===== config.mk =====
export PLATFORM = sky130hd
export DESIGN_NAME = opc_top
export DESIGN_NICKNAME = d
export VERILOG_FILES = /design/src/verilog/opc_pkg.sv /design/src/verilog/opc_top.sv /design/src/verilog/opc_sync_ctrl.sv /design/src/verilog/opc_cal_ctrl.sv
export SDC_FILE = /design/constraint.sdc
export NUM_CORES = 1
export LEC_CHECK = 0
export BUFFER_PORTS_ARGS = -buffer_cell sky130_fd_sc_hd__buf_4
export CAP_MARGIN = 10
export CORE_UTILIZATION = 45
export CTS_CLUSTER_SIZE = 24
export DETAILED_ROUTE_END_ITERATION = 10
export PLACE_DENSITY = 0.75
export SLEW_MARGIN = 5
export SYNTH_ARGS = -nofsm -noshare
export SYNTH_HDL_FRONTEND = slang
export SYNTH_SLANG_ARGS = --single-unit

===== constraint.sdc =====
create_clock -name clk_i -period 2.3 [get_ports clk_i]
set_input_delay 0.115 -clock clk_i [delete_from_list [all_inputs] [get_ports clk_i]]
set_output_delay 0.115 -clock clk_i [all_outputs]
set_load 0.02 [all_outputs]

===== src/verilog/opc_pkg.sv =====
// package of offsets, fields and reset values for the output loop controls
package opc_pkg;
  // ------------------------------------------------------------
  // register indices (byte address is four times the index)
  // ------------------------------------------------------------
  localparam logic [7:0] IDX_PUMP_CURRENT = 8'hf0;
  localparam logic [7:0] IDX_FB_COUNTS = 8'hf1;
  localparam logic [7:0] IDX_LOOP_CTRL = 8'hf2;
  localparam logic [7:0] IDX_OSC_CTRL = 8'hf3;
  localparam logic [7:0] IDX_STATUS = 8'hf8;
  // ------------------------------------------------------------
  // field positions
  // ------------------------------------------------------------
  localparam int FB_REM_LSB = 6;
  localparam int FB_MAIN_MSB = 5;
  localparam int LC_LOCKDET_PD = 7;
  localparam int LC_RSVD = 6;
  localparam int LC_DOUBLER = 5;
  localparam int LC_AB_SEL = 4;
  localparam int LC_AB_MSB = 3;
  localparam int LC_AB_LSB = 2;
  localparam int LC_CP_MSB = 1;
  localparam int OC_SYNC_OVR = 4;
  localparam int OC_RSVD = 3;
  localparam int OC_MIDSCALE = 2;
  localparam int OC_CAL = 1;
  // ------------------------------------------------------------
  // reset values and codes
  // ------------------------------------------------------------
  localparam logic [7:0] RST_PUMP_CURRENT = 8'h00;
  localparam logic [7:0] RST_FB_COUNTS = 8'h00;
  localparam logic [7:0] RST_LOOP_CTRL = 8'h03;
  localparam logic [7:0] RST_OSC_CTRL = 8'h00;
  localparam logic [1:0] AB_AUTO_HIGH = 2'h2;
  localparam logic [1:0] AB_MIN = 2'h0;
  localparam logic [7:0] LC_WMASK = 8'hbf;
  localparam logic [7:0] OC_WMASK = 8'h16;
  typedef enum {
    OPC_SYNC_HOLD,
    OPC_SYNC_RELEASED
  } opc_sync_type;
  typedef enum logic [1:0] {
    OPC_CP_TRISTATE,
    OPC_CP_PUMP_UP,
    OPC_CP_PUMP_DOWN,
    OPC_CP_NORMAL
  } opc_cp_mode_type;
endpackage


===== src/verilog/opc_top.sv =====
// output loop control register set on a classic wishbone slave
`timescale 1ns/1ps
module opc_top (
  input wire logic clk_i,
  input wire logic rst_i,
  input wire logic wb_cyc_i,
  input wire logic wb_stb_i,
  input wire logic wb_we_i,
  input wire logic [11:0] wb_adr_i,
  input wire logic [3:0] wb_sel_i,
  input wire logic [31:0] wb_dat_i,
  output logic [31:0] wb_dat_o,
  output logic wb_ack_o,
  output logic wb_err_o,
  input wire logic loop_locked_i,
  output logic [7:0] pump_current_o,
  output logic [5:0] fb_main_count_o,
  output logic [1:0] fb_rem_count_o,
  output logic [7:0] fb_ratio_o,
  output logic lockdet_pd_o,
  output logic ref_doubler_o,
  output logic [1:0] phase_freq_detector_ab_o,
  output opc_pkg::opc_cp_mode_type cp_mode_o,
  output logic vco_midscale_o,
  output logic sync_hold_o,
  output logic sync_release_o,
  output logic cal_start_o,
  output logic cal_reset_o
);
  import opc_pkg::*;
  // ------------------------------------------------------------
  // bus decode
  // ------------------------------------------------------------
  logic [7:0] pump_r;
  logic [7:0] fb_r;
  logic [7:0] lc_r;
  logic [7:0] oc_r;
  logic sync_hold;
  logic sync_rel;
  logic cal_start;
  logic cal_reset;
  wire [7:0] idx = wb_adr_i[9:2];
  wire req = wb_cyc_i & wb_stb_i & ~wb_ack_o & ~wb_err_o;
  wire hit_pump = (idx == IDX_PUMP_CURRENT);
  wire hit_fb = (idx == IDX_FB_COUNTS);
  wire hit_lc = (idx == IDX_LOOP_CTRL);
  wire hit_oc = (idx == IDX_OSC_CTRL);
  wire hit_st = (idx == IDX_STATUS);
  wire mapped = (hit_pump | hit_fb | hit_lc | hit_oc | hit_st)
    & (wb_adr_i[11:10] == 2'h0) & (wb_adr_i[1:0] == 2'h0);
  wire wr_lane0 = req & mapped & wb_we_i & wb_sel_i[0];
  wire [7:0] wd = wb_dat_i[7:0];
  wire [7:0] lc_wd = wd & LC_WMASK;
  wire [7:0] oc_wd = wd & OC_WMASK;
  // select rising forces minimum width, whatever width is written
  wire ab_rise = wr_lane0 & hit_lc & ~lc_r[LC_AB_SEL] & lc_wd[LC_AB_SEL];
  wire [7:0] lc_nxt = ab_rise
    ? {lc_wd[7:LC_AB_MSB + 1], AB_MIN, lc_wd[LC_CP_MSB:0]} : lc_wd;
  // ------------------------------------------------------------
  // registers
  // ------------------------------------------------------------
  always_ff @(posedge clk_i) begin
    if (rst_i) begin
      pump_r <= RST_PUMP_CURRENT;
      fb_r <= RST_FB_COUNTS;
      lc_r <= RST_LOOP_CTRL;
      oc_r <= RST_OSC_CTRL;
    end else if (wr_lane0) begin
      if (hit_pump) begin
        pump_r <= wd;
      end
      if (hit_fb) begin
        fb_r <= wd;
      end
      if (hit_lc) begin
        lc_r <= lc_nxt;
      end
      if (hit_oc) begin
        oc_r <= oc_wd;
      end
    end
  end
  // ------------------------------------------------------------
  // read mux and bus answer
  // ------------------------------------------------------------
  wire [7:0] status = {5'h00, cal_start, sync_hold, loop_locked_i};
  wire [7:0] rd = hit_pump ? pump_r : hit_fb ? fb_r : hit_lc ? lc_r
    : hit_oc ? oc_r : hit_st ? status : 8'h00;
  always_ff @(posedge clk_i) begin
    if (rst_i) begin
      wb_ack_o <= 1'b0;
      wb_err_o <= 1'b0;
      wb_dat_o <= 32'h0000_0000;
    end else begin
      wb_ack_o <= req & mapped;
      wb_err_o <= req & ~mapped;
      wb_dat_o <= {24'h00_0000, (req & mapped & ~wb_we_i) ? rd : 8'h00};
    end
  end
  // ------------------------------------------------------------
  // control outputs
  // ------------------------------------------------------------
  // ratio is 4 x main + remainder
  wire [7:0] ratio = {fb_r[FB_MAIN_MSB:0], 2'h0}
    + {6'h00, fb_r[7:FB_REM_LSB]};
  // automatic high width while select is low
  wire [1:0] ab_eff = lc_r[LC_AB_SEL] ? lc_r[LC_AB_MSB:LC_AB_LSB]
    : AB_AUTO_HIGH;
  always_ff @(posedge clk_i) begin
    if (rst_i) begin
      pump_current_o <= RST_PUMP_CURRENT;
      fb_main_count_o <= 6'h00;
      fb_rem_count_o <= 2'h0;
      fb_ratio_o <= 8'h00;
      lockdet_pd_o <= 1'b0;
      ref_doubler_o <= 1'b0;
      phase_freq_detector_ab_o <= AB_AUTO_HIGH;
      cp_mode_o <= OPC_CP_NORMAL;
      vco_midscale_o <= 1'b0;
      sync_hold_o <= 1'b1;
      sync_release_o <= 1'b0;
      cal_start_o <= 1'b0;
      cal_reset_o <= 1'b1;
    end else begin
      pump_current_o <= pump_r;
      fb_main_count_o <= fb_r[FB_MAIN_MSB:0];
      fb_rem_count_o <= fb_r[7:FB_REM_LSB];
      fb_ratio_o <= ratio;
      lockdet_pd_o <= lc_r[LC_LOCKDET_PD];
      ref_doubler_o <= lc_r[LC_DOUBLER];
      phase_freq_detector_ab_o <= ab_eff;
      cp_mode_o <= opc_cp_mode_type'(lc_r[LC_CP_MSB:0]);
      vco_midscale_o <= oc_r[OC_MIDSCALE];
      sync_hold_o <= sync_hold;
      sync_release_o <= sync_rel;
      cal_start_o <= cal_start;
      cal_reset_o <= cal_reset;
    end
  end
  // ------------------------------------------------------------
  // sequencers
  // ------------------------------------------------------------
  // a powered-down detector cannot report lock to the sync sequencer; status bit 0 still reads loop_locked_i
  wire locked_eff = loop_locked_i & ~lc_r[LC_LOCKDET_PD];
  opc_sync_ctrl u_sync (
    .clk_i(clk_i),
    .rst_i(rst_i),
    .locked_i(locked_eff),
    .override_i(oc_r[OC_SYNC_OVR]),
    .hold_o(sync_hold),
    .release_pulse_o(sync_rel)
  );
  // restart needs a fresh 0 then 1
  opc_cal_ctrl u_cal (
    .clk_i(clk_i),
    .rst_i(rst_i),
    .cal_bit_i(oc_r[OC_CAL]),
    .cal_start_o(cal_start),
    .cal_reset_o(cal_reset)
  );
  // ------------------------------------------------------------
  // checks
  // ------------------------------------------------------------
  AST_ACK_ONE: assert property (@(posedge clk_i) disable iff (rst_i)
    wb_ack_o |=> !wb_ack_o)
    else $error("ack held longer than one cycle");
  AST_RATIO: assert property (@(posedge clk_i) disable iff (rst_i)
    ##1 fb_ratio_o == 8'(4 * $past(fb_r[5:0]) + $past(fb_r[7:6])))
    else $error("feedback ratio wrong");
  AST_RSVD: assert property (@(posedge clk_i) disable iff (rst_i)
    !lc_r[LC_RSVD] && !oc_r[OC_RSVD])
    else $error("reserved bit set");
  AST_AB_AUTO: assert property (@(posedge clk_i) disable iff (rst_i)
    !lc_r[LC_AB_SEL] |=> phase_freq_detector_ab_o == AB_AUTO_HIGH)
    else $error("auto antibacklash not high");
  AST_AB_MIN: assert property (@(posedge clk_i) disable iff (rst_i)
    ab_rise |=> lc_r[LC_AB_MSB:LC_AB_LSB] == AB_MIN)
    else $error("width not minimum after select");
  AST_PD: assert property (@(posedge clk_i) disable iff (rst_i)
    lc_r[LC_LOCKDET_PD] |=> lockdet_pd_o)
    else $error("lock detector power-down missing");
  AST_CP: assert property (@(posedge clk_i) disable iff (rst_i)
    ##1 cp_mode_o == opc_cp_mode_type'($past(lc_r[1:0])))
    else $error("pump mode wrong");
  AST_MID: assert property (@(posedge clk_i) disable iff (rst_i)
    oc_r[OC_MIDSCALE] |=> vco_midscale_o)
    else $error("midscale not forced");
  AST_OVR: assert property (@(posedge clk_i) disable iff (rst_i)
    oc_r[OC_SYNC_OVR] |-> ##[1:3] !sync_hold_o)
    else $error("override did not release sync");
  COV_WRITE: cover property (@(posedge clk_i) wr_lane0 && hit_lc);
  COV_RELEASE: cover property (@(posedge clk_i) sync_release_o);
  COV_ERR: cover property (@(posedge clk_i) wb_err_o);
endmodule


===== src/verilog/opc_sync_ctrl.sv =====
// distribution sync hold and release sequencer
`timescale 1ns/1ps
module opc_sync_ctrl (
  input wire logic clk_i,
  input wire logic rst_i,
  input wire logic locked_i,
  input wire logic override_i,
  output logic hold_o,
  output logic release_pulse_o
);
  import opc_pkg::*;
  opc_sync_type state_r;
  opc_sync_type state_nxt;
  wire go = locked_i | override_i;
  always_comb begin
    state_nxt = state_r;
    case (state_r)
      OPC_SYNC_HOLD: begin
        if (go) begin
          state_nxt = OPC_SYNC_RELEASED;
        end
      end
      OPC_SYNC_RELEASED: begin
        if (!go) begin
          state_nxt = OPC_SYNC_HOLD;
        end
      end
      default: state_nxt = OPC_SYNC_HOLD;
    endcase
  end
  always_ff @(posedge clk_i) begin
    if (rst_i) begin
      state_r <= OPC_SYNC_HOLD;
      hold_o <= 1'b1;
      release_pulse_o <= 1'b0;
    end else begin
      state_r <= state_nxt;
      hold_o <= (state_nxt == OPC_SYNC_HOLD);
      release_pulse_o <= (state_r == OPC_SYNC_HOLD) && go;
    end
  end
  // all dividers leave sync together in one pulse
  AST_SYNC_RELEASE: assert property (@(posedge clk_i) disable iff (rst_i)
    (state_r == OPC_SYNC_HOLD && go) |=> release_pulse_o && !hold_o)
    else $error("sync release did not follow lock");
  AST_SYNC_HOLD: assert property (@(posedge clk_i) disable iff (rst_i)
    (!locked_i && !override_i) |=> hold_o)
    else $error("sync not held while unlocked");
endmodule


===== src/verilog/opc_cal_ctrl.sv =====
// vco calibration start and reset logic
`timescale 1ns/1ps
module opc_cal_ctrl (
  input wire logic clk_i,
  input wire logic rst_i,
  input wire logic cal_bit_i,
  output logic cal_start_o,
  output logic cal_reset_o
);
  logic prev_r;
  always_ff @(posedge clk_i) begin
    if (rst_i) begin
      prev_r <= 1'b0;
      cal_start_o <= 1'b0;
      cal_reset_o <= 1'b1;
    end else begin
      prev_r <= cal_bit_i;
      cal_start_o <= cal_bit_i & ~prev_r;
      cal_reset_o <= ~cal_bit_i;
    end
  end
  AST_CAL_START: assert property (@(posedge clk_i) disable iff (rst_i)
    $rose(cal_bit_i) |=> cal_start_o ##1 !cal_start_o)
    else $error("calibration start pulse wrong");
  AST_CAL_RESET: assert property (@(posedge clk_i) disable iff (rst_i)
    !cal_bit_i |=> cal_reset_o && !cal_start_o)
    else $error("calibration not reset while bit low");
  COV_CAL: cover property (@(posedge clk_i) disable iff (rst_i)
    cal_start_o);
endmodule


* Yosys cells after proc, flatten, opt, wreduce, memory -nomap -nowiden
Cells that the tools add are included.
** Word-level totals
- Flip-flop bits (word level) :: 133
- Bits of input ports :: 54
- Output and inout port bits :: 69
- Word-level logic and storage cells :: 84
** Cells by class
- Add/sub/neg operators :: 1
- Equality and inequality tests :: 6
- Mux-type cells :: 9
- Bitwise gates (word level) :: 29
- Reduce and logical (&&, ||, !) cells :: 12
** Operators with widths (count)
- zero test 32 bit :: 3
- 2-to-1 mux 32 bit :: 2
- case mux 32 bit (2 select lines) :: 1
- equality test 8 bit (second input constant) :: 5
- equality test 32 x 1 -> 1 bit (second input constant) :: 1
- 2-to-1 mux 8 bit :: 3
- AND 1 bit :: 15
- inverter 1 bit :: 9
- adder 8 x 2 -> 8 bit :: 1
- AND reduction 2 bit :: 4
- 2-to-1 mux 5 bit :: 1
- bitwise OR 1 bit :: 5
- zero test 2 bit :: 2
- 2-to-1 mux 4 bit :: 1
- OR reduction 2 bit :: 2
- 2-to-1 mux 3 bit :: 1
- logical AND 1 bit :: 1

* Longest topological paths before layout
Gate-level depths: netlist (run 1).
- Word-level depth :: 14
- Mapped depth :: 5
- Mapped depth without buffers :: 4

* By module
Synthesis (run 1) repeated with hierarchy kept, for this count alone.
** Second synthesis, totals
- Cell total of the unflattened synthesis :: 321
- Area total of the unflattened synthesis :: 3493.4 µm²
** By module, submodules not included
- opc_top :: instances 1, cells an instance 266, area each 2613.8 µm², seq. area each 1261.2 µm²
- opc_sync_ctrl :: instances 1, cells an instance 49, area each 794.5 µm², seq. area each 680.7 µm²
- opc_cal_ctrl :: instances 1, cells an instance 6, area each 85.1 µm², seq. area each 60.1 µm²

* Least setup slack after synthesis (run 1)
OpenSTA, ideal clock, no wires.
- Kind :: input -> register
- Start :: input wb_adr_i[11]
- End :: register lc_r[4]
- Setup time :: 0.072 ns
- Arrival time :: 1.733 ns
- Data required time :: 2.228 ns
- Setup slack :: 0.496 ns
- Cell stages on the path :: 5
- Buffers on the path :: 1
- Cell sequence :: or4_1 -> or4_4 -> and2b_1 -> buf_4 -> mux2i_1
** On the way
- Longest elaborated chain between the ends :: 7
** RTL lines
- start, declared :: RTL line opc_top.sv:9 : input wire logic [11:0] wb_adr_i,
- zero test 2 bit :: RTL line opc_top.sv:50 : & (wb_adr_i[11:10] == 2'h0) & (wb_adr_i[1:0] == 2'h0);
- AND 1 bit (2 in series) :: RTL line opc_top.sv:50
- AND 1 bit (3 in series) :: RTL line opc_top.sv:51 : wire wr_lane0 = req & mapped & wb_we_i & wb_sel_i[0];
- AND reduction 2 bit (no source line)
- end signal, assigned :: RTL line opc_top.sv:76 : lc_r <= lc_nxt;
- end, declared :: RTL line opc_top.sv:36 : logic [7:0] lc_r;
No other way between the ends.
A chain may end at the register's enable or synchronous reset.

* Worst setup path after layout (run 1)
- Start :: register wb_err_o
- End :: register fb_r[5]
** On the way
- Longest elaborated chain between the ends :: 6
** RTL lines
- start, declared :: RTL line opc_top.sv:14 : output logic wb_err_o,
- start signal, assigned :: RTL line opc_top.sv:96 : wb_err_o <= req & ~mapped;
- inverter 1 bit :: RTL line opc_top.sv:43 : wire req = wb_cyc_i & wb_stb_i & ~wb_ack_o & ~wb_err_o;
- AND 1 bit :: RTL line opc_top.sv:43
- AND 1 bit (3 in series) :: RTL line opc_top.sv:51
- AND reduction 2 bit (no source line)
- end signal, assigned :: RTL line opc_top.sv:73 : fb_r <= wd;
- end, declared :: RTL line opc_top.sv:35 : logic [7:0] fb_r;
No other way between the ends.

==> results.toml, run 1 <==
[status]
status = "finished, final reports clean"

[timing]
slew_headroom = 0.4882
max_slew.worst_pin.slew_ns = 0.7483
finalMaxSlewViolations = 0
skew_ns = 0.01444
rsz0062_at_grt = "no"
hold_slack_ns = 0.02814
setup_violations = 0
period_needed_ns = 1.878
tns_ns = 0
hold_viol = 0
fin_crit_sh = 0.8167
timing.fmax_mhz = 532.3

[worst_setup_path]
arrival_ns = 2.17
cp-end-kind = "flop"
start_kind = "flop"
crit_path_start = "wb_err_o"
slowest_delay_ns = 0.61
crit_family = "simple AND/OR/NAND/NOR gates"
crit_fanout = 14
crit_required_ns = 2.59
worstSetupPathType = "reg -> reg"
cp_slowest_cell = "or4_4"
rr_startpoint = "wb_err_o"
critPathBufInv = 0
cp_cell_sequence = "nand4bb_1 > or4_4 > or2_0 > o21ai_1"

[floorplan]
dieArea_um2 = 7724
coreArea_um2 = 6944
rows = 30
start_util = 0.4780
chipWidth_um = 87.89
die_h_um = 87.89
ios = 123

[place]
dpl-instance-area_um2 = 3915
port_buffers = 71
dp.cells = 489
dp.final_hpwl_um = 4431
gp_congestion = 0.7836

[drt]
viasPerCell = 4.420
highest_layer = "met4"
firstDrtPassIters = 4
dr_wl_met3_um = 246
drc = 0
drt-initial-drc-count = 86
wl_met2_um = 3031
wire_per_inst_um = 11.76
drt_wl_total_um = 5939
via_count = 2232
met1_length_um = 2615
antenna_left = 0

[clock_tree]
htree_levels = 3
cts_sinks = 100
cts_buffers = 9
cts_tree = "yes"
clkTransAtPathRegs_ns = 0.10
post-cts-setup-buffers = 0
postCtsResizedCells = 0
cts.path.max_buffers = 2
root_buffer = "clkbuf_8"
cts_hold_buf = 0
clk_latency_ns = 0.36

[pwr]
power.share.combinational = 0.046
vdd_drop_max_mv = 0.3932
p_sw_frac = 0.2523
p_per_area_nw_per_um2 = 726.8
p_sw_w = 0.0007549
pwr-share-clk = 0.363
p_seq_frac = 0.591
p_int_w = 0.002237
leakagePower_nw = 1.755

[min_path]
hp-start = "wb_dat_i[0]"
hp-class = "in -> reg"

[global_routing]
gr-total-overflow = 0
grt_max_degree = 44
grt_pass1_wl_um = 8983
grt_usage = 0.1559
grt_pass1_vias = 1985
antenna_found_initial = 0

[yosys]
yosysMostFrequentCell = "dfxtp_1"
synth.distinct_cells = 31
postSynth.asyncResetShare = 0
synthFlopType = "dfxtp_1"
yosys.area.top_type_share = 0.6031
yosys.area.top_type = "dfxtp_1"
ys_top_cells_by_area = "dfxtp_1 (60%), buf_4 (7.5%), nor2b_1 (4.7%)"
ys_seq_area_frac = 0.6031
netlist_instances = 309
synth_edf_count = 0
postSynthAreaPerCell_um2 = 10.74
ys.warnings.count = 0
synthTopCellsByCount = "dfxtp_1 (100), buf_4 (33), o21ai_0 (26)"
synth-seq-cells = 100
netlist_area_um2 = 3319

[layout]
seq_area_um2 = 2002
final_cells = 505
syn_to_final_growth_pct = 24.01
drive_above_1_share = 0.2445
multi_input_area_um2 = 1202
nets = 458
nFillCells = 609
num_antenna_cells = 0
final_cell_area_um2 = 4116

[flow_run]
max-cap-violations = 0
[stage by stage]
stage / worst slack (ns) / total power, W / util
finish: 0.4215 / 0.002992 / 0.5928
global placement: 0.1476 / 0.001942 / 0.5638
floorplan: 0.4959 / 0.001921 / -
CTS: 0.4270 / 0.003012 / 0.5928
detailed placement: 0.1273 / 0.001944 / 0.5638
global route: 0.3529 / 0.003098 / 0.5928
[worst register-to-register path: cells and delay by family, from the launching register on]
family             cells  cell delay, ns
and+or+nand+nor        3            1.29
AOI/OAI and AO/OA      1            0.20
DFF                    1            0.32
[layout by cell type (no fill, tap or decap), types with 3 or more instances in the layout]
cell type,Yosys,final
clkbuf_8,0,9
nor3_1,3,3
inv_1,8,8
mux2i_1,11,11
nor2_1,14,14
buf_4,33,72
a21oi_1,8,8
o21ai_0,26,26
or2_2,6,6
nand2b_1,20,20
nand2_1,4,4
mux4_2,3,3
conb_1,1,55
o21ai_1,12,12
nor2b_1,25,25
nor4_1,9,9
dfxtp_1,100,100
[power by group through the flow]
stage                     Sequential, W  Combinational, W  Clock (W)
final                           0.00177          0.000138    0.00109
after floorplan                 0.00181          0.000114          0
after CTS                       0.00177          0.000136    0.00111
after detailed placement        0.00181          0.000135          0
after global placement          0.00181          0.000135          0
after global routing            0.00177          0.000151    0.00118
[logic make-up after synthesis]
kind of cell / after synthesis / synth area share
buffers and inverters: 51 / 0.09574
and+or+nand+nor: 95 / 0.1719
other: 1 / 0.001130
muxes: 14 / 0.05352
DFF: 100 / 0.6031
AOI/OAI and AO/OA: 48 / 0.07463
[area by class of cell]
type | instances | share of cell area
clock buffers | 9 | 0.03009
clock inverters | 7 | 0.01884
inverters | 8 | 0.007295
multi-input cells | 212 | 0.2921
flip-flops and latches | 100 | 0.4863
well taps | 96 | 0.02918
repair buffers | 73 | 0.1362
[worst paths after layout]
kind / end / slack, ns / cells after the start
worst max-delay path: fb_r[5] / 0.42 / 4
worst min-delay path: lc_r[0] / 0.03 / 3
worst max register to register: fb_r[5] / 0.42 / 4
worst min register to register: u_cal.cal_start_o / 0.39 / 1
[sequential cells by signal, summed over array words and instances, names as in the netlist, 2 cells and up]
register                  count
pump_current_o                8
fb_r                          8
fb_main_count_o               6
lc_r                          7
wb_dat_o                      8
pump_r                        8
cp_mode_o                     2
u_sync.state_r               32
phase_freq_detector_ab_o      2
oc_r                          3
[metal layers]
layer  up-vias  GRT usage
met5         -          0
met4         0    0.06706
met3         5    0.04147
met2        63     0.2622
met1      1026     0.1881
li1       1138          -
No activity file was read; power rests on OpenSTA's default activity.
==> run 2, diff against run 1 <==
--- a/config.mk
+++ b/config.mk
@@ -7,10 +7,10 @@
 export LEC_CHECK = 0
 export BUFFER_PORTS_ARGS = -buffer_cell sky130_fd_sc_hd__buf_4
 export CAP_MARGIN = 10
-export CORE_UTILIZATION = 45
+export CORE_UTILIZATION = 44
 export CTS_CLUSTER_SIZE = 24
 export DETAILED_ROUTE_END_ITERATION = 10
-export PLACE_DENSITY = 0.75
+export PLACE_DENSITY = 0.76
 export SLEW_MARGIN = 5
 export SYNTH_ARGS = -nofsm -noshare
 export SYNTH_HDL_FRONTEND = slang
==> constraint.sdc (replaced) <==
create_clock -name clk_i -period 1.7 [get_ports clk_i]
set_input_delay 0.085 -clock clk_i [delete_from_list [all_inputs] [get_ports clk_i]]
set_output_delay 0.085 -clock clk_i [all_outputs]
set_load 0.02 [all_outputs]
==> results.toml, run 2 (synthesis results as in run 1) <==
[place]
port_buffers = 71
gp_congestion = 0.7907
dpl-instance-area_um2 = 3994
dp.final_hpwl_um = 4547

[clock_tree]
cts.path.max_buffers = 2
cts_buffers = 9
cts_sinks = 100
htree_levels = 3
cts_tree = "yes"
root_buffer = "clkbuf_8"
clk_latency_ns = 0.36
clkTransAtPathRegs_ns = 0.10

[worst_setup_path]
arrival_ns = 2.04
cp-end-kind = "flop"
crit_fanout = 7
crit_required_ns = 1.99
cp_slowest_cell = "or4_4"
r2r_cells = 5
start_kind = "flop"
slowest_delay_ns = 0.54
cp_cell_sequence = "nand4bb_4 > or4_4 > and2b_1 > buf_12 > mux2i_1"
worstSetupPathType = "reg -> reg"

[timing]
slew_headroom = 0.6378
finalMaxSlewViolations = 0
max_slew.worst_pin.slew_ns = 0.5419
rsz0062_at_grt = "yes"
timing.fmax_mhz = 573.2
finalWorstSetupSlack_ns = -0.04465
period_needed_ns = 1.745
fin_crit_sh = 1.026
hold_viol = 0
setup_violations = 11
skew_ns = 0.006952

[global_routing]
grt_max_degree = 39
antenna_found_initial = 0
use_met3 = 0.06063
grt_usage = 0.1712
grt_pass1_vias = 2128
gr-total-overflow = 0
grt_pass1_wl_um = 9887
grtUsageMet2 = 0.2811
met1_usage = 0.2015
grt.busiest_layer = "met2"

[floorplan]
rows = 31
coreArea_um2 = 7253
chipWidth_um = 88.86
ios = 123
dieArea_um2 = 7895
start_util = 0.4577
die_h_um = 88.86

[status]
status = "finished with violations"
violations = "setup timing"

[layout]
layout_commonest_cell = "dfxtp_1"
num_antenna_cells = 0
seq_area_um2 = 2003
multi_input_area_um2 = 1224
regMostFlops = "u_sync.state_r"
syn_to_final_growth_pct = 27.97
nFillCells = 624
largest_reg_flops = 32
fin_util = 0.5856
final_cell_area_um2 = 4248
final_cell_mix = "dfxtp_1 (99), buf_4 (83), conb_1 (55), nor2b_1 (25), o21ai_0 (21)"
drive_above_1_share = 0.2689
nets = 473

[flow_run]
max-cap-violations = 0

[pwr]
p_per_area_nw_per_um2 = 942.2
vdd_drop_max_mv = 0.7415
leakagePower_nw = 1.817

[drt]
viasPerCell = 4.472
drc = 0
wire_per_inst_um = 11.95
via_count = 2339
drt-initial-drc-count = 83
drt_wl_total_um = 6248
antenna_left = 0
firstDrtPassIters = 4

[min_path]
hold_path_depth = 3
hp-class = "in -> reg"
-- run 2: cell count changes in the layout (fill, tap and decap cells not counted), sizes merged --
cell / previous run / this run
buf: 73 / 84
dlygate4sd3: 0 / 4
clkinv: 3 / 2
clkinvlp: 1 / 2
-- run 2: layer usage --
layer | routed length, um | vias to the layer above
li1 | - | 1171
met1 | 2624 | 1076
met2 | 3118 | 79
met3 | 355 | 13
met4 | 150 | 0
met5 | 0 | -
-- run 2: power breakdown --
| part | total, W | leakage [nW] | switching, W | internal (W) |
|---|---|---|---|---|
| clock | 0.00139 | 0.0897 | 0.000838 | 0.000557 |
| sequential | 0.00239 | 0.818 | 0.0000104 | 0.00238 |
| combinational | 0.000216 | 0.910 | 0.000131 | 0.0000855 |
| total | 0.00400 | 1.82 | 0.000979 | 0.00302 |
-- run 2: per-stage QoR --
stage / hold slack, ns / instances / power (W) / setup TNS [ns] / worst slack, ns
2_1_floorplan: 0.2369 / 363 / 0.002599 / 0 / 0.009046
3_3_place_gp: 0.2966 / 502 / 0.002641 / -6.445 / -0.2482
3_5_place_dp: 0.2957 / 502 / 0.002646 / -7.193 / -0.2589
4_1_cts: 0.0005845 / 522 / 0.004032 / -0.5155 / -0.04605
5_1_grt: 0.04645 / 523 / 0.004169 / -1.626 / -0.1281
6_report: 0.03771 / 523 / 0.004002 / -0.3033 / -0.04465
-- run 2: what timing repair did --
item,in CTS,in global routing
endpoints found under the setup margin,22,31
endpoints found under the hold margin,5,1
gates resized for setup,2,8
buffers inserted,1,0
hold buffers,3,1
-- run 2: cell type report --
class | count | area share
sequential | 100 | 0.4716
clock inverter | 7 | 0.01414
tap | 99 | 0.02916
clock buffer | 9 | 0.02916
multi-input combinational | 212 | 0.2881
timing repair buffer | 88 | 0.1608
inverter | 8 | 0.007069
-- run 2: path summary, 6_finish.rpt --
| kind | from | end | slack [ns] |
|---|---|---|---|
| setup reg to reg | wb_err_o | lc_r[2] | -0.04 |
| hold / removal | wb_dat_i[7] | pump_r[7] | 0.04 |
| hold reg to reg | u_cal.prev_r | u_cal.cal_start_o | 0.40 |
| setup / recovery | wb_err_o | lc_r[2] | -0.04 |
-- run 2: worst max-delay path, delay by kind of cell (launching register included) --
kind,cells,cell delay [ns]
buf+inv,1,0.14
flops,1,0.33
simple gates,3,1.02
mux,1,0.19
==> run 3, diff against run 2 <==
--- a/config.mk
+++ b/config.mk
@@ -5,12 +5,13 @@
 export SDC_FILE = /design/constraint.sdc
 export NUM_CORES = 1
 export LEC_CHECK = 0
+export ABC_AREA = 1
 export BUFFER_PORTS_ARGS = -buffer_cell sky130_fd_sc_hd__buf_4
 export CAP_MARGIN = 10
-export CORE_UTILIZATION = 44
+export CORE_UTILIZATION = 45
 export CTS_CLUSTER_SIZE = 24
 export DETAILED_ROUTE_END_ITERATION = 10
-export PLACE_DENSITY = 0.76
+export PLACE_DENSITY = 0.77
 export SLEW_MARGIN = 5
 export SYNTH_ARGS = -nofsm -noshare
 export SYNTH_HDL_FRONTEND = slang
==> results.toml, run 3 <==
[timing]
period_needed_ns = 1.465
finalMaxSlewViolations = 0
tns_ns = 0
setup_violations = 0
fin_crit_sh = 0.8618
hold_viol = 0
rsz0062_at_grt = "no"
timing.fmax_mhz = 682.5
skew_ns = 0.006569

[layout]
regMostFlops = "u_sync.state_r"
syn_to_final_growth_pct = 24.68
layout_commonest_cell = "dfxtp_1"
num_antenna_cells = 0
final_cell_mix = "dfxtp_1 (100), nor2_1 (95), buf_4 (75), nand2_1 (72), conb_1 (55)"
largest_reg_flops = 32
nets = 589
fin_util = 0.5802
drive_above_1_share = 0.2171

[yosys]
synth_edf_count = 0
yosys.area.top_type = "dfxtp_1"
postSynthAreaPerCell_um2 = 8.446
ys_seq_area_frac = 0.5538
postSynth.asyncResetShare = 0
synthFlopType = "dfxtp_1"
synth-seq-cells = 100
yosys.area.top_type_share = 0.5538
netlist_instances = 428
synthTopCellsByCount = "dfxtp_1 (100), nor2_1 (95), nand2_1 (72)"
synth.distinct_cells = 27
ys.warnings.count = 0
netlist_area_um2 = 3615
yosysMostFrequentCell = "dfxtp_1"
ys_top_cells_by_area = "dfxtp_1 (55%), nor2_1 (9.9%), nand2_1 (7.5%)"

[floorplan]
coreArea_um2 = 7767
dieArea_um2 = 8395
start_util = 0.4654
chipWidth_um = 91.63
ios = 123
rows = 32
die_h_um = 91.63

[worst_setup_path]
cp-end-kind = "flop"
crit_required_ns = 1.93
arrival_ns = 1.70
crit_fanout = 2
crit_top_cell = "nand2_1"
slowest_delay_ns = 0.31
crit_family = "simple AND/OR/NAND/NOR gates"
critPathBufInv = 0
cp_slowest_cell = "dfxtp_1"
worstSetupPathType = "reg -> reg"
cp_cell_sequence = "nor3_1 > nor3b_1 > nand2_1 > nor2_1 > nand2_1 > nand2_1 > nand3_1"
start_kind = "flop"

[clock_tree]
postCtsResizedCells = 0
cts.path.max_buffers = 2
cts_tree = "yes"
cts_buffers = 9
cts_sinks = 100
root_buffer = "clkbuf_8"
clk_latency_ns = 0.35
clkTransAtPathRegs_ns = 0.09
htree_levels = 3

[drt]
drt_wl_total_um = 6691
drt-initial-drc-count = 137
firstDrtPassIters = 4
drc = 0
viasPerCell = 4.331
via_count = 2776
antenna_left = 0
wire_per_inst_um = 10.44

[pwr]
p_per_area_nw_per_um2 = 927.5
leakagePower_nw = 2.233
p_sw_w = 0.0009067
p_seq_frac = 0.572
vdd_drop_max_mv = 0.5841
p_sw_frac = 0.2169
p_int_w = 0.003273
power.share.combinational = 0.049
pwr-share-clk = 0.379

[global_routing]
grt_pass1_vias = 2564
antenna_found_initial = 0
gr-total-overflow = 0
grt_pass1_wl_um = 10960
grt_usage = 0.1671
grt_max_degree = 30

[status]
status = "finished, final reports clean"

[place]
port_buffers = 71
gp_congestion = 0.7899
dp.final_hpwl_um = 4845

[flow_run]
max-cap-violations = 0

[min_path]
hp-class = "in -> reg"
## run 3: metrics by stage
step                      cell area, um2  power, W  std cells  setup slack, ns  hold slack, ns
after floorplan                     3817  0.002599        482           0.2878          0.1982
after global routing                4507  0.004324        641          0.01010         0.07468
after CTS                           4497  0.004211        640           0.2363       0.0003022
after global placement              4214  0.002629        618           0.2562          0.3063
after detailed placement            4214  0.002634        618           0.1936          0.3172
final                               4507  0.004180        641           0.2349         0.06334
## run 3: worst paths after layout
path,from,end,slack [ns],cells past startpoint
setup / recovery,u_sync.state_r[9],u_sync.hold_o,0.23,7
hold / removal,wb_stb_i,wb_err_o,0.06,3
setup reg to reg,u_sync.state_r[9],u_sync.hold_o,0.23,7
hold reg to reg,u_cal.prev_r,u_cal.cal_start_o,0.39,1
## run 3: cells by family after synthesis
logic type      share of synthesized area
other cells                      0.001037
compound gates                    0.02769
flops                              0.5538
simple gates                       0.2904
buf+inv                            0.1270
## run 3: layout make-up
class	count	area [um2]
Fill cell	689	3261
Clock inverter	6	88.84
Clock buffer	9	123.9
Inverter	44	165.2
Multi-Input combinational cell	297	1356
Sequential cell	100	2002
Timing Repair Buffer	83	643.1
Tap cell	102	127.6
## run 3: power by group through the flow
stage               clock (W)  combinational, W  sequential [W]
global placement            0          0.000185         0.00244
detailed placement          0          0.000187         0.00245
CTS                   0.00162          0.000201         0.00239
floorplan                   0          0.000155         0.00244
finish                0.00158          0.000205         0.00239
global route          0.00170          0.000226         0.00239
## run 3: worst min-delay path, cell delays in order
cell	delay, ns
buf_4	0.11
nand4_1	0.12
nor2_1	0.05
## run 3: repair_timing
item | CTS | global route
hold buffers | 7 | 1
setup buffers | 0 | 0
hold endpoints to repair | 16 | 1
setup endpoints to repair | 0 | 0
## run 3: per-layer routing
metal	GRT usage	share of wire	wire length, um	vias to the layer above
li1	-	-	-	1435
met1	0.1779	0.42	2789	1256
met2	0.3039	0.51	3431	69
met3	0.04809	0.046	305	16
met4	0.07540	0.025	164	0
met5	0	0	0	-
